===== src/core/sscm_pkg.sv =====
// Package holding register map, field layouts and constants of the clock block.
package sscm_pkg;

   // APB register byte offsets.
   localparam logic [7:0] SSCM_DIV_OFS   = 8'h00;
   localparam logic [7:0] SSCM_TXCM_OFS  = 8'h04;
   localparam logic [7:0] SSCM_RXCM_OFS  = 8'h08;
   localparam logic [7:0] SSCM_SR_OFS    = 8'h0C;
   localparam logic [7:0] SSCM_IMR_OFS   = 8'h10;
   localparam logic [7:0] SSCM_CTRL_OFS  = 8'h14;
   localparam logic [7:0] SSCM_STAT_OFS  = 8'h18;

   // Divider field layout.
   localparam int          SSCM_DIV_W     = 12;
   localparam logic [11:0] SSCM_DIV_RST   = 12'h000;

   // Clock mode field positions.
   localparam int SSCM_CKS_LSB  = 0;
   localparam int SSCM_CKO_LSB  = 2;
   localparam int SSCM_CKI_BIT  = 5;

   // Status width and reset values.
   localparam int         SSCM_SR_W    = 8;
   localparam logic [7:0] SSCM_IMR_RST = 8'h00;
   localparam logic [2:0] SSCM_CM_RST  = 3'h0;

   // Clock source selections.
   typedef enum logic [1:0] {
      SSCM_SRC_DIV  = 2'h0,
      SSCM_SRC_PEER = 2'h1,
      SSCM_SRC_PAD  = 2'h2
   } sscm_src_t;

   // Clock output modes.
   typedef enum logic [2:0] {
      SSCM_OUT_NONE = 3'h0,
      SSCM_OUT_CONT = 3'h1,
      SSCM_OUT_XFER = 3'h2
   } sscm_out_t;

   // Per-section clock mode.
   typedef struct packed {
      logic      invert;
      sscm_out_t out_mode;
      sscm_src_t src;
   } sscm_cm_t;

   // Per-section pad drive pair.
   typedef struct packed {
      logic o;
      logic oe;
   } sscm_pad_t;

endpackage


===== src/core/sscm_div.sv =====
// Divider making the shared 50% duty divided clock and its edge pulses.
`timescale 1ns/1ps
`default_nettype none
module sscm_div
   import sscm_pkg::*;
(
   input  wire logic                  pclk,
   input  wire logic                  presetn,
   input  wire logic [SSCM_DIV_W-1:0] div,
   output logic                       div_clk,
   output logic                       div_rise,
   output logic                       div_fall
);

   logic [SSCM_DIV_W-1:0] cnt;
   logic                  last;

   // Each phase lasts exactly div master cycles; zero stops everything.
   assign last = (cnt == div - 12'h001);

   // Phase counter and level toggle.
   always_ff @(posedge pclk or negedge presetn) begin
      if (!presetn) begin
         cnt     <= 12'h000;
         div_clk <= 1'b0;
      end else if (div == 12'h000) begin
         cnt     <= 12'h000;
         div_clk <= 1'b0;
      end else if (last || cnt >= div) begin
         cnt     <= 12'h000;
         div_clk <= ~div_clk;
      end else begin
         cnt <= cnt + 12'h001;
      end
   end

   // Edge pulses coincide with the level change.
   always_ff @(posedge pclk or negedge presetn) begin
      if (!presetn) begin
         div_rise <= 1'b0;
         div_fall <= 1'b0;
      end else begin
         div_rise <= (div != 12'h000) && (last || cnt >= div) && !div_clk;
         div_fall <= (div != 12'h000) && (last || cnt >= div) && div_clk;
      end
   end

endmodule
`default_nettype wire


===== src/core/sscm_sync.sv =====
// Two-flop synchroniser with edge detection for one clock pad input.
`timescale 1ns/1ps
`default_nettype none
module sscm_sync
   import sscm_pkg::*;
(
   input  wire logic pclk,
   input  wire logic presetn,
   input  wire logic pad_i,
   output logic      level,
   output logic      rise,
   output logic      fall
);

   logic meta;
   logic sync;

   // The first flop feeds only the second; edges are found after it and
   // registered, so each pulse coincides with the new level as the
   // divider's pulses do.
   always_ff @(posedge pclk or negedge presetn) begin
      if (!presetn) begin
         meta  <= 1'b0;
         sync  <= 1'b0;
         level <= 1'b0;
         rise  <= 1'b0;
         fall  <= 1'b0;
      end else begin
         meta  <= pad_i;
         sync  <= meta;
         level <= sync;
         rise  <= sync & ~level;
         fall  <= ~sync & level;
      end
   end

endmodule
`default_nettype wire


===== src/core/sscm_top.sv =====
// Clock management top: APB registers, clock selection, pads, interrupt.
`timescale 1ns/1ps
`default_nettype none
module sscm_top
   import sscm_pkg::*;
(
   input  wire logic                 pclk,
   input  wire logic                 presetn,
   input  wire logic                 psel,
   input  wire logic                 penable,
   input  wire logic                 pwrite,
   input  wire logic [7:0]           paddr,
   input  wire logic [31:0]          pwdata,
   output logic      [31:0]          prdata,
   output logic                      pready,
   output logic                      pslverr,
   input  wire logic [SSCM_SR_W-1:0] status_set,
   input  wire logic                 tx_xfer,
   input  wire logic                 rx_xfer,
   input  wire logic                 tx_clock_pin_i,
   output logic                      tx_clock_pin_o,
   output logic                      tx_clock_pin_oe,
   input  wire logic                 rx_clock_pin_i,
   output logic                      rx_clock_pin_o,
   output logic                      rx_clock_pin_oe,
   output logic                      tx_clk,
   output logic                      tx_clk_rise,
   output logic                      tx_clk_fall,
   output logic                      rx_clk,
   output logic                      rx_clk_rise,
   output logic                      rx_clk_fall,
   output logic                      irq
);

   logic [SSCM_DIV_W-1:0] clock_divider_config;
   sscm_cm_t              tx_clock_mode_config;
   sscm_cm_t              rx_clock_mode_config;
   logic [SSCM_SR_W-1:0]  status;
   logic [SSCM_SR_W-1:0]  mask;
   logic                  wr_en;
   logic                  rd_en;
   logic                  sr_read;
   logic                  div_clk;
   logic                  div_rise;
   logic                  div_fall;
   logic                  txp_lvl;
   logic                  txp_rise;
   logic                  txp_fall;
   logic                  rxp_lvl;
   logic                  rxp_rise;
   logic                  rxp_fall;
   logic                  tx_raw;
   logic                  tx_raw_rise;
   logic                  tx_raw_fall;
   logic                  rx_raw;
   logic                  rx_raw_rise;
   logic                  rx_raw_fall;
   logic                  tx_base;
   logic                  tx_base_r;
   logic                  tx_base_f;
   logic                  rx_base;
   logic                  rx_base_r;
   logic                  rx_base_f;
   logic                  next_tx_pad;
   logic                  next_rx_pad;
   logic                  next_tx_oe;
   logic                  next_rx_oe;

   // APB slave answers with no wait states.
   assign pready  = 1'b1;
   assign pslverr = 1'b0;
   assign wr_en   = psel & penable & pwrite;
   assign rd_en   = psel & penable & ~pwrite;
   assign sr_read = rd_en && (paddr == SSCM_SR_OFS);

   // Configuration registers; each section has its own mode word.
   always_ff @(posedge pclk or negedge presetn) begin
      if (!presetn) begin
         clock_divider_config <= SSCM_DIV_RST;
         tx_clock_mode_config <= sscm_cm_t'(6'h00);
         rx_clock_mode_config <= sscm_cm_t'(6'h00);
         mask                 <= SSCM_IMR_RST;
      end else if (wr_en) begin
         case (paddr)
            SSCM_DIV_OFS:
               clock_divider_config <= pwdata[SSCM_DIV_W-1:0];
            SSCM_TXCM_OFS: begin
               tx_clock_mode_config.src      <= sscm_src_t'(
                  pwdata[SSCM_CKS_LSB +: 2]);
               tx_clock_mode_config.out_mode <= sscm_out_t'(
                  pwdata[SSCM_CKO_LSB +: 3]);
               tx_clock_mode_config.invert   <= pwdata[SSCM_CKI_BIT];
            end
            SSCM_RXCM_OFS: begin
               rx_clock_mode_config.src      <= sscm_src_t'(
                  pwdata[SSCM_CKS_LSB +: 2]);
               rx_clock_mode_config.out_mode <= sscm_out_t'(
                  pwdata[SSCM_CKO_LSB +: 3]);
               rx_clock_mode_config.invert   <= pwdata[SSCM_CKI_BIT];
            end
            SSCM_IMR_OFS:
               mask <= pwdata[SSCM_SR_W-1:0];
            default: ;
         endcase
      end
   end

   // Sticky status; a read clears only the bits it reported, so an event
   // landing in the setup cycle is not lost, and a new event always wins.
   always_ff @(posedge pclk or negedge presetn) begin
      if (!presetn) begin
         status <= 8'h00;
      end else if (sr_read) begin
         status <= (status & ~prdata[SSCM_SR_W-1:0]) | status_set;
      end else begin
         status <= status | status_set;
      end
   end

   // Read mux registers its data; unmapped offsets read as zero.
   always_ff @(posedge pclk or negedge presetn) begin
      if (!presetn) begin
         prdata <= 32'h0000_0000;
      end else if (psel && !penable && !pwrite) begin
         case (paddr)
            SSCM_DIV_OFS:  prdata <= {20'h00000, clock_divider_config};
            SSCM_TXCM_OFS: prdata <= {26'h0000000, tx_clock_mode_config};
            SSCM_RXCM_OFS: prdata <= {26'h0000000, rx_clock_mode_config};
            SSCM_SR_OFS:   prdata <= {24'h000000, status};
            SSCM_IMR_OFS:  prdata <= {24'h000000, mask};
            SSCM_STAT_OFS: prdata <= {26'h0000000, rx_clk, tx_clk,
                                      rxp_lvl, txp_lvl, div_clk, 1'b0};
            default:       prdata <= 32'h0000_0000;
         endcase
      end
   end

   // Interrupt from pending and enabled status.
   always_ff @(posedge pclk or negedge presetn) begin
      if (!presetn) begin
         irq <= 1'b0;
      end else begin
         irq <= |(status & mask);
      end
   end

   // Shared divider.
   sscm_div u_div (
      .pclk    (pclk),
      .presetn (presetn),
      .div     (clock_divider_config),
      .div_clk (div_clk),
      .div_rise(div_rise),
      .div_fall(div_fall)
   );

   // Pad clock synchronisers; the far party keeps its clock slow enough.
   sscm_sync u_txp (
      .pclk   (pclk),
      .presetn(presetn),
      .pad_i  (tx_clock_pin_i),
      .level  (txp_lvl),
      .rise   (txp_rise),
      .fall   (txp_fall)
   );

   sscm_sync u_rxp (
      .pclk   (pclk),
      .presetn(presetn),
      .pad_i  (rx_clock_pin_i),
      .level  (rxp_lvl),
      .rise   (rxp_rise),
      .fall   (rxp_fall)
   );

   // Base clocks from pad or divider; peer selection is resolved below so
   // a cross choice on both sides cannot form a loop.
   always_comb begin
      tx_base   = div_clk;
      tx_base_r = div_rise;
      tx_base_f = div_fall;
      rx_base   = div_clk;
      rx_base_r = div_rise;
      rx_base_f = div_fall;
      if (tx_clock_mode_config.src == SSCM_SRC_PAD) begin
         tx_base   = txp_lvl;
         tx_base_r = txp_rise;
         tx_base_f = txp_fall;
      end
      if (rx_clock_mode_config.src == SSCM_SRC_PAD) begin
         rx_base   = rxp_lvl;
         rx_base_r = rxp_rise;
         rx_base_f = rxp_fall;
      end
   end

   // Peer selection takes the other section's base clock.
   always_comb begin
      tx_raw      = tx_base;
      tx_raw_rise = tx_base_r;
      tx_raw_fall = tx_base_f;
      rx_raw      = rx_base;
      rx_raw_rise = rx_base_r;
      rx_raw_fall = rx_base_f;
      if (tx_clock_mode_config.src == SSCM_SRC_PEER) begin
         tx_raw      = rx_base;
         tx_raw_rise = rx_base_r;
         tx_raw_fall = rx_base_f;
      end
      if (rx_clock_mode_config.src == SSCM_SRC_PEER) begin
         rx_raw      = tx_base;
         rx_raw_rise = tx_base_r;
         rx_raw_fall = tx_base_f;
      end
   end

   // Internal clocks honour inversion; edge pulses swap with it.
   assign tx_clk      = tx_raw ^ tx_clock_mode_config.invert;
   assign tx_clk_rise = tx_clock_mode_config.invert ? tx_raw_fall
                                                    : tx_raw_rise;
   assign tx_clk_fall = tx_clock_mode_config.invert ? tx_raw_rise
                                                    : tx_raw_fall;
   assign rx_clk      = rx_raw ^ rx_clock_mode_config.invert;
   assign rx_clk_rise = rx_clock_mode_config.invert ? rx_raw_fall
                                                    : rx_raw_rise;
   assign rx_clk_fall = rx_clock_mode_config.invert ? rx_raw_rise
                                                    : rx_raw_fall;

   // Pad drive uses the uninverted clock; software must not mix pad source
   // with continuous output, which would drive back onto the sampled pad.
   always_comb begin
      next_tx_pad = tx_raw;
      next_rx_pad = rx_raw;
      next_tx_oe  = (tx_clock_mode_config.out_mode == SSCM_OUT_CONT) ||
                    ((tx_clock_mode_config.out_mode == SSCM_OUT_XFER) &&
                     tx_xfer);
      next_rx_oe  = (rx_clock_mode_config.out_mode == SSCM_OUT_CONT) ||
                    ((rx_clock_mode_config.out_mode == SSCM_OUT_XFER) &&
                     rx_xfer);
   end

   // Pad outputs come from flops.
   always_ff @(posedge pclk or negedge presetn) begin
      if (!presetn) begin
         tx_clock_pin_o  <= 1'b0;
         tx_clock_pin_oe <= 1'b0;
         rx_clock_pin_o  <= 1'b0;
         rx_clock_pin_oe <= 1'b0;
      end else begin
         tx_clock_pin_o  <= next_tx_pad & next_tx_oe;
         tx_clock_pin_oe <= next_tx_oe;
         rx_clock_pin_o  <= next_rx_pad & next_rx_oe;
         rx_clock_pin_oe <= next_rx_oe;
      end
   end

   // Assertions.
   property p_irq;
      @(posedge pclk) disable iff (!presetn)
         |(status & mask) |=> irq;
   endproperty
   a_irq: assert property (p_irq) else $error("irq missing");

   property p_noirq;
      @(posedge pclk) disable iff (!presetn)
         !(|(status & mask)) |=> !irq;
   endproperty
   a_noirq: assert property (p_noirq) else $error("irq spurious");

   property p_div0;
      @(posedge pclk) disable iff (!presetn)
         (clock_divider_config == 12'h000) [*2] |-> !div_rise;
   endproperty
   a_div0: assert property (p_div0) else $error("divider ran at 0");

   property p_div1;
      @(posedge pclk) disable iff (!presetn)
         (clock_divider_config == 12'h001) [*3] |-> $changed(div_clk);
   endproperty
   a_div1: assert property (p_div1) else $error("div 1 phase");

   property p_div2;
      @(posedge pclk) disable iff (!presetn)
         ((clock_divider_config == 12'h002) [*4] ##0 $rose(div_clk))
            |=> div_clk ##1 !div_clk;
   endproperty
   a_div2: assert property (p_div2) else $error("div 2 phase");

   property p_txoe;
      @(posedge pclk) disable iff (!presetn)
         (tx_clock_mode_config.out_mode == SSCM_OUT_NONE) |=> !tx_clock_pin_oe;
   endproperty
   a_txoe: assert property (p_txoe) else $error("tx pad driven");

   property p_rxoe;
      @(posedge pclk) disable iff (!presetn)
         (rx_clock_mode_config.out_mode == SSCM_OUT_CONT) |=> rx_clock_pin_oe;
   endproperty
   a_rxoe: assert property (p_rxoe) else $error("rx pad idle");

   property p_txpol;
      @(posedge pclk) disable iff (!presetn)
         (tx_clock_mode_config.out_mode == SSCM_OUT_CONT) |=>
            (tx_clock_pin_o == $past(tx_raw));
   endproperty
   a_txpol: assert property (p_txpol) else $error("tx pad pol");

endmodule
`default_nettype wire


===== config.mk =====
export PLATFORM = sky130hd
export DESIGN_NAME = sscm_top
export DESIGN_NICKNAME = d
export VERILOG_FILES = /design/src/core/sscm_pkg.sv /design/src/core/sscm_div.sv /design/src/core/sscm_sync.sv /design/src/core/sscm_top.sv
export SDC_FILE = /design/constraint.sdc
export NUM_CORES = 1
export LEC_CHECK = 0
export ABC_CLOCK_PERIOD_IN_PS = 2500
export BUFFER_PORTS_ARGS = -buffer_cell sky130_fd_sc_hd__buf_4
export CORE_ASPECT_RATIO = 2
export CORE_MARGIN = 4
export CORE_UTILIZATION = 38
export CTS_BUF_LIST = sky130_fd_sc_hd__clkbuf_16
export CTS_CLUSTER_DIAMETER = 50
export DETAILED_ROUTE_END_ITERATION = 6
export HOLD_SLACK_MARGIN = 0.08
export SYNTH_ARGS = -nofsm -noshare
export SYNTH_HDL_FRONTEND = slang
export SYNTH_SLANG_ARGS = --single-unit

===== constraint.sdc =====
create_clock -name pclk -period 2.5 [get_ports pclk]
set_input_delay 0.75 -clock pclk [delete_from_list [all_inputs] [get_ports pclk]]
set_output_delay 0.75 -clock pclk [all_outputs]
set_load 0.01 [all_outputs]

==> impl_metrics.env <==
export IMPL_status="finished, violations left"
export IMPL_violations="setup timing"
export IMPL_grt_max_degree=45
export IMPL_syn_to_final_growth_pct=31.22
export IMPL_slowest_stage="dfrtp_2"
export IMPL_fmaxAchievable_ghz=0.3853
export IMPL_setup_violations=6
export IMPL_finalWorstSetupSlack_ns=-0.09566
export IMPL_synth_area_top_cells="dfrtp_1, mux2_2, nand2_1, ha_1, xnor2_1"
export IMPL_routed_wl_um=12490
export IMPL_critPathLaunchType="flip-flop"
export IMPL_synth_top_area_cell="dfrtp_1"
export IMPL_fillers=1076
export IMPL_overflow=0
export IMPL_clk_path_buf_depth=2
export IMPL_setup_tns_ns=-0.4668
export IMPL_io_pins=102
export IMPL_wl_per_cell_um=17.79
export IMPL_die_y_um=162.7
export IMPL_cts_sinks=82
export IMPL_clock_skew_ns=0.009334
export IMPL_start_util_pct=38.84
export IMPL_synth_seq_cells=82
export IMPL_dpl_hpwl_um=9636
export IMPL_num_rows=56
export IMPL_post_place_ws_ns=-0.08292
export IMPL_reg2reg_depth=10
export IMPL_antenna_found_initial=0
export IMPL_synthTopCellsByCount="dfrtp_1, nand2_1, mux2_2"
export IMPL_hold_path_class="reg -> reg"
export IMPL_slew_headroom_pct=65.53
export IMPL_path_clk_slew_ns=0.06
export IMPL_drv_cap=0
export IMPL_ir_worst_vdd_v=0.0003556
export IMPL_fin_util_pct=50.96
export IMPL_rsz0062_at_grt="true"
export IMPL_final_cells=702
export IMPL_cp_required_ns=1.75
export IMPL_io_buffers=59
export IMPL_gp_congestion=0.9134
export IMPL_synth_async_reset_ratio_pct=100.0
export IMPL_synth_edf_count=0
export IMPL_drtIter0Drc=201
export IMPL_layout_area_seq_sq_um=2054
export IMPL_htreeDepth=3
export IMPL_multiInputGateArea_sq_um=2485
export IMPL_grt_pass1_vias=3933
export IMPL_period_share_pct=103.8
export IMPL_dr_pass1_iters=4
export IMPL_fin_nets=623
export IMPL_yosysSeqAreaShare_pct=45.15
export IMPL_hold_buffers=0
export IMPL_dieArea_sq_um=13880
export IMPL_cts_tree="yes"
export IMPL_worstHoldPathCells=0
export IMPL_ys_flop_type="dfrtp_1"
export IMPL_path_cells="buf_12 -> nand2b_4 -> nor2_4 -> mux2i_2 -> a21oi_2 -> mux2_4 -> buf_6"
export IMPL_yosysTopAreaCellShare_pct=45.15
export IMPL_drc=0
export IMPL_core_sq_um=11700
export IMPL_grt_pass1_wl_um=19780
export IMPL_antenna_cells=0
export IMPL_layout_drive_gt1_share_pct=34.83
export IMPL_power_density_nw_per_um2=506.9
export IMPL_syn_inst=457
export IMPL_yosys_warnings=0
export IMPL_die_w_um=85.33
export IMPL_cp_end_kind="output pin"
export IMPL_period_needed_ns=2.596
export IMPL_crit_type="reg -> out"
export IMPL_p_leak_nw=2.736
export IMPL_dp_cells=678
export IMPL_clk_latency_ns=0.34
export IMPL_cpPeakStageDelay_ns=0.43
export IMPL_ys_types=49
export IMPL_finalHoldViolations=0
export IMPL_ctsRootBufferMaster="clkbuf_16"
export IMPL_avgViaCountPerCell=5.389
export IMPL_syn_area_per_cell_sq_um=9.944
export IMPL_cts_buffers=9
export IMPL_tightest_slew_ns=0.5170
export IMPL_report_final_slew_viol_count=0
export IMPL_cp_max_fo=3
export IMPL_whs_ns=0.3518
export IMPL_vias=3783
export IMPL_cp_arrival_ns=1.85
export IMPL_synth_most_common_cell="dfrtp_1"
export IMPL_postRouteAntennaNets=0
export IMPL_netlist_area_sq_um=4544
export IMPL_grtUsageTotal_pct=18.55
==> layout make-up <==
| cell class | instances | share of cell area, % |
|---|---|---|
| clock inverter | 7 | 1.574 |
| sequential | 82 | 34.45 |
| timing repair buffer | 106 | 14.41 |
| inverter | 17 | 1.070 |
| tap | 145 | 3.042 |
| clock buffer | 9 | 3.777 |
| multi-input combinational | 336 | 41.67 |
==> cell families (layout without fill, tap and decap cells) <==
group	Yosys count	after routing	synth area share [%]
compound gates	81	81	11.76
buf+inv	59	139	6.883
flops	82	82	45.15
fa+ha+maj	14	14	3.855
other cells	2	22	0.1653
simple gates	154	154	17.40
xor+xnor	30	30	5.782
mux	35	35	9.003
==> cell usage in the layout (no fill, tap or decap), types with 6 or more instances in the layout <==
master     instances
nand4_1            7
buf_4             96
buf_6              7
xnor2_1           18
nor2_1            16
nand2_1           51
inv_1             16
conb_1            22
a21o_1            10
a21oi_1           10
nor3_1             6
clkbuf_16          9
xor2_1            10
o21ai_0           22
nor2b_1           10
nand2b_1           6
ha_1              13
dfrtp_1           80
nand3_1           14
mux2_2            23
nor3_2            11
a22oi_1            7
==> power by group <==
group / internal, mW / total, mW / leakage (nW) / switching (mW)
combinational: 0.108 / 0.233 / 1.58 / 0.125
sequential: 1.35 / 1.38 / 1.00 / 0.0247
clock: 0.874 / 1.41 / 0.157 / 0.537
total: 2.34 / 3.02 / 2.74 / 0.687
==> final timing paths <==
| path | slack [ns] | end | from |
|---|---|---|---|
| max | -0.1 | tx_clk_fall | rx_clock_mode_config[1] |
| min | 0.35 | u_rxp.sync | u_rxp.meta |
| max reg2reg | 0.02 | u_div.cnt[2] | clock_divider_config[0] |
| min reg2reg | 0.35 | u_rxp.sync | u_rxp.meta |
| max in group asynchronous | 1.49 | prdata[1] | presetn |
| min in group asynchronous | 0.38 | u_rxp.meta | presetn |
==> worst max-delay path: cells and delay by family, from the launching register on <==
family	cells	cell delay [ns]
flip-flops	1	0.43
AND/OR/NAND/NOR	2	0.23
AO/OA/AOI/OAI	1	0.08
buffers and inverters	2	0.24
multiplexers	2	0.52
==> state kept, by name (all words and copies together) (netlist names), 6 cells and up <==
register and count:
prdata 12, mask 8, tx_clock_mode_config 6, u_div.cnt 12, rx_clock_mode_config 6, status 8
clock_divider_config 12
==> timing repair <==
action | CTS | global route
setup endpoints to repair | 20 | 21
pin swaps | 2 | 17
resized for setup | 21 | 36
setup buffers | 5 | 4
==> routing by layer <==
layer  wire [um]  GRT usage [%]  vias up
li1            -              -     1766
met4         687          12.54        0
met2        7112          34.77      116
met1        4159          17.84     1860
met3         529          3.190       41
met5           0              0        -
==> per-stage QoR <==
stage	cell area, sq um	power, mW
2_1_floorplan	4619	1.511
3_3_place_gp	5300	1.616
3_5_place_dp	5300	1.622
4_1_cts	5747	3.052
5_1_grt	5963	3.140
6_report	5963	3.023
(Power assumes the default switching activity.)
